**src/core/afs_pkg.sv**
```systemverilog
// Package for the frame sync pin block: register map, fields, modes.
// Assumes a word-indexed register port with 8-bit data.
`default_nettype none
package afs_pkg;
  // ==========================================
  // Register indexes
  localparam logic [2:0] AFS_RCC_IDX  = 3'h0; // receive_clock_control_reg
  localparam logic [2:0] AFS_TCC_IDX  = 3'h1; // transmit_clock_control_reg
  localparam logic [2:0] AFS_CCR_IDX  = 3'h2; // common_control_reg
  localparam logic [2:0] AFS_CSR_IDX  = 3'h3; // common_status_reg
  localparam logic [2:0] AFS_PMD_IDX  = 3'h4; // Port pin modes
  localparam logic [2:0] AFS_PDT_IDX  = 3'h5; // Port pin data
  // ==========================================
  // Field positions
  localparam int AFS_RX_FRAME_SYNC_DIRECTION_BIT = 0; // rx_frame_sync_direction
  localparam int AFS_TX_FRAME_SYNC_DIRECTION_BIT = 0; // tx_frame_sync_direction
  localparam int AFS_SYN_BIT  = 0; // sync_mode_select
  localparam int AFS_TX_BUFFER_ENABLE_SELECT_BIT = 1; // tx_buffer_enable_select
  localparam int AFS_OF1_BIT  = 2; // output_flag_one
  localparam int AFS_NET_BIT  = 3; // Network mode
  localparam int AFS_IF1_BIT  = 0; // input_flag_one
  localparam int AFS_PM_RX    = 0; // Mode field of port_pin_one
  localparam int AFS_PM_TX    = 2; // Mode field of port_pin_four
  // ==========================================
  // Reset values
  localparam logic [7:0] AFS_RCC_RST = 8'h00;
  localparam logic [7:0] AFS_TCC_RST = 8'h00;
  localparam logic [7:0] AFS_CCR_RST = 8'h00;
  localparam logic [3:0] AFS_PMD_RST = 4'h0;
  localparam logic [1:0] AFS_PDT_RST = 2'h0;
  // ==========================================
  // Per-pin mode
  typedef enum logic [1:0] {
    AFS_PIN_OFF    = 2'b00, // Disconnected
    AFS_PIN_GPI    = 2'b01, // General-purpose input
    AFS_PIN_GPO    = 2'b10, // General-purpose output
    AFS_PIN_SERIAL = 2'b11  // Serial port function
  } afs_pin_mode_t;
  // ==========================================
  // Whole module state
  typedef struct packed {
    logic [3:0] sync1;     // First synchroniser stage
    logic [3:0] sync2;     // Second synchroniser stage
    logic       tck_prev;
    logic       rck_prev;
    logic       tfs_smp;   // Tx frame sync sampled on bit clock
    logic       rfs_smp;   // Rx frame sync sampled on bit clock
    logic       tfs_prev;
    logic [7:0] rcc_reg;
    logic [7:0] tcc_reg;
    logic [7:0] ccr_reg;
    logic [3:0] pmd_reg;
    logic [1:0] pdt_reg;
    logic       flag_out;  // Output flag as shown on the pin
    logic       if1;
    logic [7:0] rdata;
    logic       rfs_o;
    logic       rfs_oe_b;
    logic       tfs_o;
    logic       tfs_oe_b;
    logic       tx_fs;
    logic       rx_fs;
    logic       tx_bclk_en;
    logic       rx_bclk_en;
  } afs_state_t;
endpackage
`default_nettype wire

```
**src/core/afs_frame_sync_pins.sv**
```systemverilog
// Frame sync pins of the second serial audio port, with flags and GPIO.
// Assumes bit clocks and pins are asynchronous; frame sync generators,
// slot strobe and transmitter activity come from logic on i_sys_clk.
//
// Summary of operation
// - Async: receive pin is the receivers' own frame sync
// - Sync, buffer select clear: receive pin is flag
// - Sync, buffer select and direction: buffer enable
// - Flag direction from rx direction bit
// - Output flag shows output_flag_one
// - Flag changes at frame sync or slot
// - Input flag captured at frame sync or slot
// - Sync: transmit pin is the common frame sync
// - Async: transmit pin serves transmitters only
// - Transmit pin direction from tx direction bit
// - GPIO: each pin input, output or disconnected
// - After reset every pin disconnected
// - Transmit bit clock drives both sides in sync
`timescale 1ns/1ps
`default_nettype none
module afs_frame_sync_pins
  import afs_pkg::*;
(
  // Clock and reset
  input  wire logic       i_sys_clk,
  input  wire logic       i_rst_b,
  // Register port
  input  wire logic [2:0] i_reg_addr,
  input  wire logic [7:0] i_reg_wdata,
  input  wire logic       i_reg_wr,
  input  wire logic       i_reg_rd,
  output logic      [7:0] o_reg_rdata,
  // Bit clock pins, sampled
  input  wire logic       i_tx_bclk_pin,
  input  wire logic       i_rx_bclk_pin,
  // Receive frame sync pin
  input  wire logic       i_rx_fs_pin,
  output logic            o_rx_fs_pin,
  output logic            o_rx_fs_pin_oe_b,
  // Transmit frame sync pin
  input  wire logic       i_tx_fs_pin,
  output logic            o_tx_fs_pin,
  output logic            o_tx_fs_pin_oe_b,
  // Internal serial logic
  input  wire logic       i_tx_fs_gen,
  input  wire logic       i_rx_fs_gen,
  input  wire logic       i_slot_start,
  input  wire logic       i_tx_active,
  output logic            o_tx_fs,
  output logic            o_rx_fs,
  output logic            o_tx_bclk_en,
  output logic            o_rx_bclk_en
);
  import afs_pkg::*;

  afs_state_t st_reg;
  afs_state_t st_next;

  // ==========================================
  // Decoded controls
  logic          syn;
  logic          tx_buffer_enable_select;
  logic          net;
  logic          rx_frame_sync_direction;
  logic          tx_frame_sync_direction;
  afs_pin_mode_t rx_md;
  afs_pin_mode_t tx_md;
  logic          s_tck;
  logic          s_rck;
  logic          s_tfs;
  logic          s_rfs;
  logic          tck_rise;
  logic          rck_rise;
  logic          tx_fs_eff;
  logic          rx_fs_eff;
  logic          flag_evt;
  logic          rx_is_flag;

  // Control fields from registers
  assign syn   = st_reg.ccr_reg[AFS_SYN_BIT];
  assign tx_buffer_enable_select  = st_reg.ccr_reg[AFS_TX_BUFFER_ENABLE_SELECT_BIT];
  assign net   = st_reg.ccr_reg[AFS_NET_BIT];
  assign rx_frame_sync_direction  = st_reg.rcc_reg[AFS_RX_FRAME_SYNC_DIRECTION_BIT];
  assign tx_frame_sync_direction  = st_reg.tcc_reg[AFS_TX_FRAME_SYNC_DIRECTION_BIT];
  assign rx_md = afs_pin_mode_t'(st_reg.pmd_reg[AFS_PM_RX +: 2]);
  assign tx_md = afs_pin_mode_t'(st_reg.pmd_reg[AFS_PM_TX +: 2]);

  // Synchronised pin levels: {rx fs, tx fs, rx bclk, tx bclk}
  assign s_tck = st_reg.sync2[0];
  assign s_rck = st_reg.sync2[1];
  assign s_tfs = st_reg.sync2[2];
  assign s_rfs = st_reg.sync2[3];

  // Bit clock rising edges
  assign tck_rise = s_tck & ~st_reg.tck_prev;
  assign rck_rise = s_rck & ~st_reg.rck_prev;

  // Effective frame syncs
  assign tx_fs_eff  = tx_frame_sync_direction ? i_tx_fs_gen : st_reg.tfs_smp;
  assign rx_fs_eff  = syn ? tx_fs_eff
                    : (rx_frame_sync_direction ? i_rx_fs_gen : st_reg.rfs_smp);
  assign rx_is_flag = syn & ~tx_buffer_enable_select;

  // Flag timing: frame sync edge, or slot in network mode
  assign flag_evt = net ? i_slot_start
                  : (tx_fs_eff & ~st_reg.tfs_prev);

  // ==========================================
  // Next state
  always_comb begin
    st_next = st_reg;

    // Two-stage synchronisers
    st_next.sync1    = {i_rx_fs_pin, i_tx_fs_pin, i_rx_bclk_pin, i_tx_bclk_pin};
    st_next.sync2    = st_reg.sync1;
    st_next.tck_prev = s_tck;
    st_next.rck_prev = s_rck;
    st_next.tfs_prev = tx_fs_eff;

    // Input frame syncs sampled on their own bit clock, rx on the tx bit clock when syn
    if (tck_rise) begin
      st_next.tfs_smp = s_tfs;
    end
    if (syn ? tck_rise : rck_rise) begin
      st_next.rfs_smp = s_rfs;
    end

    // Bit clock enables for both sides
    st_next.tx_bclk_en = tck_rise;
    st_next.rx_bclk_en = syn ? tck_rise : rck_rise;
    st_next.tx_fs      = tx_fs_eff;
    st_next.rx_fs      = rx_fs_eff;

    // Flags synchronised to frame or slot
    if (flag_evt) begin
      st_next.flag_out = st_reg.ccr_reg[AFS_OF1_BIT];
      if (rx_is_flag && !rx_frame_sync_direction && rx_md == AFS_PIN_SERIAL) begin
        st_next.if1 = s_rfs;
      end
    end

    // Receive frame sync pin drive
    st_next.rfs_o    = 1'b0;
    st_next.rfs_oe_b = 1'b1;
    case (rx_md)
      AFS_PIN_SERIAL: begin
        if (!syn) begin
          st_next.rfs_o    = i_rx_fs_gen;
          st_next.rfs_oe_b = ~rx_frame_sync_direction;
        end else if (!tx_buffer_enable_select) begin
          st_next.rfs_o    = st_reg.flag_out;
          st_next.rfs_oe_b = ~rx_frame_sync_direction;
        end else if (rx_frame_sync_direction) begin
          st_next.rfs_o    = i_tx_active;
          st_next.rfs_oe_b = 1'b0;
        end
      end
      AFS_PIN_GPO: begin
        st_next.rfs_o    = st_reg.pdt_reg[0];
        st_next.rfs_oe_b = 1'b0;
      end
      default: begin
        st_next.rfs_oe_b = 1'b1;
      end
    endcase

    // Transmit frame sync pin drive
    st_next.tfs_o    = 1'b0;
    st_next.tfs_oe_b = 1'b1;
    case (tx_md)
      AFS_PIN_SERIAL: begin
        st_next.tfs_o    = i_tx_fs_gen;
        st_next.tfs_oe_b = ~tx_frame_sync_direction;
      end
      AFS_PIN_GPO: begin
        st_next.tfs_o    = st_reg.pdt_reg[1];
        st_next.tfs_oe_b = 1'b0;
      end
      default: begin
        st_next.tfs_oe_b = 1'b1;
      end
    endcase

    // Register writes
    if (i_reg_wr) begin
      if (i_reg_addr == AFS_RCC_IDX) begin
        st_next.rcc_reg = i_reg_wdata;
      end else if (i_reg_addr == AFS_TCC_IDX) begin
        st_next.tcc_reg = i_reg_wdata;
      end else if (i_reg_addr == AFS_CCR_IDX) begin
        st_next.ccr_reg = i_reg_wdata;
      end else if (i_reg_addr == AFS_PMD_IDX) begin
        st_next.pmd_reg = i_reg_wdata[3:0];
      end else if (i_reg_addr == AFS_PDT_IDX) begin
        st_next.pdt_reg = i_reg_wdata[1:0];
      end
    end

    // Register reads, data one cycle later
    st_next.rdata = 8'h00;
    if (i_reg_rd) begin
      if (i_reg_addr == AFS_RCC_IDX) begin
        st_next.rdata = st_reg.rcc_reg;
      end else if (i_reg_addr == AFS_TCC_IDX) begin
        st_next.rdata = st_reg.tcc_reg;
      end else if (i_reg_addr == AFS_CCR_IDX) begin
        st_next.rdata = st_reg.ccr_reg;
      end else if (i_reg_addr == AFS_CSR_IDX) begin
        st_next.rdata[AFS_IF1_BIT] = st_reg.if1;
      end else if (i_reg_addr == AFS_PMD_IDX) begin
        st_next.rdata = {4'h0, st_reg.pmd_reg};
      end else if (i_reg_addr == AFS_PDT_IDX) begin
        // Disconnected pins read as zero
        st_next.rdata = {6'h00,
                         (tx_md == AFS_PIN_GPI) & s_tfs,
                         (rx_md == AFS_PIN_GPI) & s_rfs};
      end
    end
  end

  // ==========================================
  // State register
  always_ff @(posedge i_sys_clk or negedge i_rst_b) begin
    if (!i_rst_b) begin
      st_reg          <= '0;
      st_reg.rcc_reg  <= AFS_RCC_RST;
      st_reg.tcc_reg  <= AFS_TCC_RST;
      st_reg.ccr_reg  <= AFS_CCR_RST;
      st_reg.pmd_reg  <= AFS_PMD_RST;
      st_reg.pdt_reg  <= AFS_PDT_RST;
      st_reg.rfs_oe_b <= 1'b1;
      st_reg.tfs_oe_b <= 1'b1;
    end else begin
      st_reg <= st_next;
    end
  end

  // ==========================================
  // Outputs
  assign o_reg_rdata      = st_reg.rdata;
  assign o_rx_fs_pin      = st_reg.rfs_o;
  assign o_rx_fs_pin_oe_b = st_reg.rfs_oe_b;
  assign o_tx_fs_pin      = st_reg.tfs_o;
  assign o_tx_fs_pin_oe_b = st_reg.tfs_oe_b;
  assign o_tx_fs          = st_reg.tx_fs;
  assign o_rx_fs          = st_reg.rx_fs;
  assign o_tx_bclk_en     = st_reg.tx_bclk_en;
  assign o_rx_bclk_en     = st_reg.rx_bclk_en;

endmodule // afs_frame_sync_pins
`default_nettype wire

```
**config.mk**
```make
export PLATFORM = sky130hd
export DESIGN_NAME = afs_frame_sync_pins
export DESIGN_NICKNAME = d
export VERILOG_FILES = /design/src/core/afs_pkg.sv /design/src/core/afs_frame_sync_pins.sv
export SDC_FILE = /design/constraint.sdc
export NUM_CORES = 1
export LEC_CHECK = 0
export BUFFER_PORTS_ARGS = -buffer_cell sky130_fd_sc_hd__buf_2
export CAP_MARGIN = 20
export CORE_MARGIN = 5
export CORE_UTILIZATION = 45
export CTS_CLUSTER_SIZE = 24
export DETAILED_ROUTE_END_ITERATION = 6
export PLACE_DENSITY = 0.66
export SLEW_MARGIN = 20
export SYNTH_ARGS = -nofsm -noshare
export SYNTH_HDL_FRONTEND = slang
export SYNTH_SLANG_ARGS = --single-unit
```
**constraint.sdc**
```tcl
create_clock -name i_sys_clk -period 3.2 [get_ports i_sys_clk]
set_clock_uncertainty 0.05 [all_clocks]
set_input_delay 0.64 -clock i_sys_clk [delete_from_list [all_inputs] [get_ports i_sys_clk]]
set_output_delay 0.64 -clock i_sys_clk [all_outputs]
set_load 0.1 [all_outputs]
```
# Word-level counts from Yosys, hierarchy flattened
# Index checks and enable logic that the tools add are counted.
[totals] regBits=60 ram_bits=0 wordCells=79 latchBits=0 n_memories=0 romBits=0 input_bits=23 out_inout_bits=16
[classes] n_bitwise=16 order_cmp=0 shift=0 mul=0 addsub=0 reduce_logical=10 n_eq_ne=11 n_mux=20 n_div=0
[op_table] cell="8-bit 2-to-1 mux" count=5
[op_table] cell="1-bit inverter" count=10
[op_table] cell="2-bit equality test, second input constant" count=4
[op_table] cell="2-bit 2-to-1 mux" count=4
[op_table] cell="1-bit one-hot mux with 2 select lines" count=4
[op_table] cell="7-bit 2-to-1 mux" count=1
[op_table] cell="1-bit AND" count=6
[op_table] cell="3-bit by 2-bit equality test with 1-bit output, second input constant" count=2
[op_table] cell="3-bit equality test, second input constant" count=2
[op_table] cell="1-bit 2-to-1 mux" count=6
[op_table] cell="6-bit AND reduction" count=1
[op_table] cell="5-bit AND reduction" count=1
[op_table] cell="2-bit by 1-bit equality test with 1-bit output, second input constant" count=2
[op_table] cell="2-bit AND reduction" count=2
[op_table] cell="4-bit AND reduction" count=1
[op_table] cell="3-bit by 1-bit equality test with 1-bit output, second input constant" count=1
[op_table] cell="3-bit logical NOT" count=1
[op_table] cell="3-bit AND reduction" count=1
[op_table] cell="1-bit logical AND" count=2
[op_table] cell="1-bit logical NOT" count=1

# Longest topological paths before layout
[logic_depth] word_depth=9 mapped_depth=5 ltp_nobuf=4

# Least setup slack after synthesis
# Ideal clock, no wire load.
[synth_path] path_kind="in2reg" startpoint="in i_reg_addr[0]" endpoint="reg st_reg[32] in the netlist's numbering" required_time_ns=3.025 arrival_ns=1.525 cell_stages=5 path_buffers=2 setup_time_ns=0.125 setup_slack_ns=1.500 cell_sequence="buf_6 > nor2b_4 > and3_4 > buf_6 > mux2_2"
[synth_between] elab_chain_len=3 word_cells_on_any_way=4 classes_between="eq/ne: 1; bitwise: 1; reduce/logical: 2"
[synth_rtl] element="start, declared" line="afs_frame_sync_pins.sv:28" text="input wire logic [2:0] i_reg_addr,"
[synth_rtl] element="3-bit logical NOT" line="afs_frame_sync_pins.sv:186" text="if (i_reg_addr == AFS_RCC_IDX) begin"
[synth_rtl] element="1-bit inverter (no source line)"
[synth_rtl] element="3-bit AND reduction (no source line) *"
[synth_rtl] element="end signal, assigned" line="afs_frame_sync_pins.sv:234" text="st_reg <= st_next;"
[synth_rtl] element="end, declared" line="afs_frame_sync_pins.sv:56" text="afs_state_t st_reg;"
# Every way passes the cells marked *; elsewhere a longest branch is shown, timed or not.
# A chain may end at the register's enable or synchronous reset.

# Worst setup path after layout
[layout_path] startpoint="reg st_reg, in the netlist o_rx_fs_pin_oe_b" endpoint="out o_rx_fs_pin_oe_b"
[layout_rtl] element="end, declared" line="afs_frame_sync_pins.sv:39" text="output logic o_rx_fs_pin_oe_b,"
# No word-level cell between the ends.

==> flow_metrics.tcl <==
set metrics [dict create \
    stdcell_area_um2 2910 \
    period_share 0.610 \
    setup_viol 0 \
    setup-tns-final_ns 0 \
    worstMarginPinSlew_ns 0.548 \
    antenna_cells 0 \
    syn_nets 214 \
    drv_slew 0 \
    synth_cells 191 \
    dp_slack_ns 1.02 \
    hold_viol_final 0 \
    arrival_ns 1.26 \
    clock_path_buffers 2 \
    hold_buffers 0 \
    crit_type "register to output port" \
    wl_per_cell_um 16.2 \
    post_drt_via_cell_ratio 5.00 \
    p_leak_nw 1.32 \
    numPortBuffers 38 \
    synth-seq-cells 60 \
    dpl_cell_area_um2 2710 \
    first_pass_iters 4 \
    p_per_area_nw_per_um2 742 \
    nNetsFinal 250 \
    floorplan.initialDensity 0.460 \
    slowest_delay_ns 0.51 \
    cts_max_level 3 \
    ant_nets 0 \
    clk_pin_slew_ns 0.07 \
    first_iter_violations 57 \
    rsz0062_at_grt "false" \
    largest_reg_flops 32 \
    synth_top_area_cell "dfrtp_1" \
    status "finished, final reports clean" \
    cp_cell_sequence "buf_2" \
    rows 27 \
    cp.depth 1 \
    antenna_found_initial 0 \
    ir_drop_v 0.000324 \
    syn_avg_cell_area_um2 13.2 \
    drt_wl_total_mm 4.91 \
    synth_area_um2 2520 \
    grt_pass1_vias 1618 \
    grt_max_degree 45 \
    final_core_util 0.531 \
    drcViolationCount 0 \
    grt_usage 0.152 \
    setup_ws_ns 1.25 \
    cts_tree "built" \
    root_buffer "clkbuf_8" \
    worstPathMaxFanout 1 \
    hold_path.class "input port to asynchronous set/reset pin" \
    synth_area_leaders "dfrtp_1, mux2_2, o21ai_0" \
    cp_slowest_cell "dfstp_2" \
    die_h_um 84.8 \
    clk_latency_ns 0.34 \
    die_area_um2 7190 \
    io_pins 39 \
    synth_warnings 0 \
    grt_pass1_wl_mm 8.22 \
    grt-ovfl-total 0 \
    period_minus_slack_ns 1.95 \
    vias 1520 \
    crit_path_start_kind "register" \
    numCtsBuffers 9 \
    gp_congestion 0.777 \
    drive_above_1_share 0.401 \
    cts_resized 0 \
    cp_top_family "flip-flops" \
    reg2regPathDepth 4 \
    hold_slack_ns 0.242 \
    clock_sink_count 60 \
    synthToLayoutAreaGrowth_pct 15.5 \
    chipWidth_um 84.8 \
    timing.fmax_mhz 512 \
    max_cap_violations 0 \
    yosysUniqueCellTypes 38 \
    synth_top_area_share 0.577 \
    maxSlewHeadroom 0.635 \
    critical_path_buf_inv_count 1 \
    end_kind "output port" \
    post_cts_buffers 0 \
    hpwlAfterDp_mm 3.51 \
    core_area_um2 5470 \
    crit_required_ns 2.51 \
    yosysSeqAreaShare 0.598 \
]
==> layout make-up <==
| cell class | count | area (µm²) |
|---|---|---|
| Clock buffer | 15 | 166 |
| Inverter | 5 | 18.8 |
| Fill cell | 478 | 2570 |
| Multi-Input combinational cell | 111 | 888 |
| Clock inverter | 1 | 30.0 |
| Timing Repair Buffer | 40 | 208 |
| Tap cell | 72 | 90.1 |
| Sequential cell | 60 | 1500 |
==> cell usage after synthesis <==
library cell,instances
a211oi_1,4
a21o_1,2
a21oi_1,2
a22o_1,1
a31oi_1,2
and2_1,1
and3_4,1
and4_1,1
buf_2,3
buf_4,8
buf_6,2
clkbuf_1,2
dfrtp_1,58
dfstp_2,2
inv_1,5
mux2_1,1
mux2_2,30
mux2_4,2
mux2i_1,2
mux4_1,1
nand2_1,16
nand2b_1,5
nand3_1,2
nand4_1,1
nor2_1,2
nor2b_1,5
nor2b_4,1
nor3_1,1
nor3_2,1
nor3_4,2
nor3b_4,1
nor4_1,4
o21a_1,1
o21ai_0,15
o21ai_1,1
o21ai_2,1
o22ai_1,1
or3_1,1
==> where the power goes <==
group / internal, mW / switching [mW] / leakage [nW] / total (mW)
Combinational: 0.159 / 0.334 / 0.494 / 0.492
Clock: 0.404 / 0.273 / 0.0979 / 0.677
Sequential: 0.899 / 0.0883 / 0.731 / 0.987
==> layer usage <==
layer / vias to the layer above / track usage / wire (µm)
met3: 7 / 0.0442 / 209
met5: - / 0 / 0
met2: 35 / 0.219 / 2300
met1: 743 / 0.205 / 2310
li1: 735 / - / -
met4: 0 / 0.0863 / 101
==> per-stage QoR <==
step	instances	total power [mW]
finish	304	2.16
CTS	304	2.18
floorplan	191	1.39
global placement	288	1.49
global route	304	2.26
detailed placement	288	1.50
==> final timing paths <==
check	slack, ns	from	end
worst min-delay path	0.24	i_rst_b	o_tx_fs_pin
worst min register to register	0.30	st_next[56]	s_rfs
worst max-delay path	1.25	o_rx_fs_pin_oe_b	o_rx_fs_pin_oe_b
min in group i_sys_clk	0.30	st_next[56]	s_rfs
worst max register to register	1.66	st_reg[32]	st_reg[16]
max in group asynchronous	2.29	i_rst_b	st_reg[31]
==> layout by cell type, fill, tap and decap left out, drive strengths merged, types with 4 or more instances in the layout <==
| master | count |
|---|---|
| a211oi | 4 |
| mux2 | 33 |
| o21ai | 17 |
| nor4 | 4 |
| buf | 40 |
| inv | 5 |
| nand2b | 5 |
| clkbuf | 15 |
| nor2b | 6 |
| nand2 | 16 |
| dfrtp | 58 |
| nor3 | 4 |
==> logic make-up after synthesis <==
group / share of synthesized area
AOI/OAI and AO/OA: 0.0711
buffers and inverters: 0.0492
DFF: 0.598
muxes: 0.169
and+or+nand+nor: 0.113
Note: power is estimated with default switching activity, not from simulation.
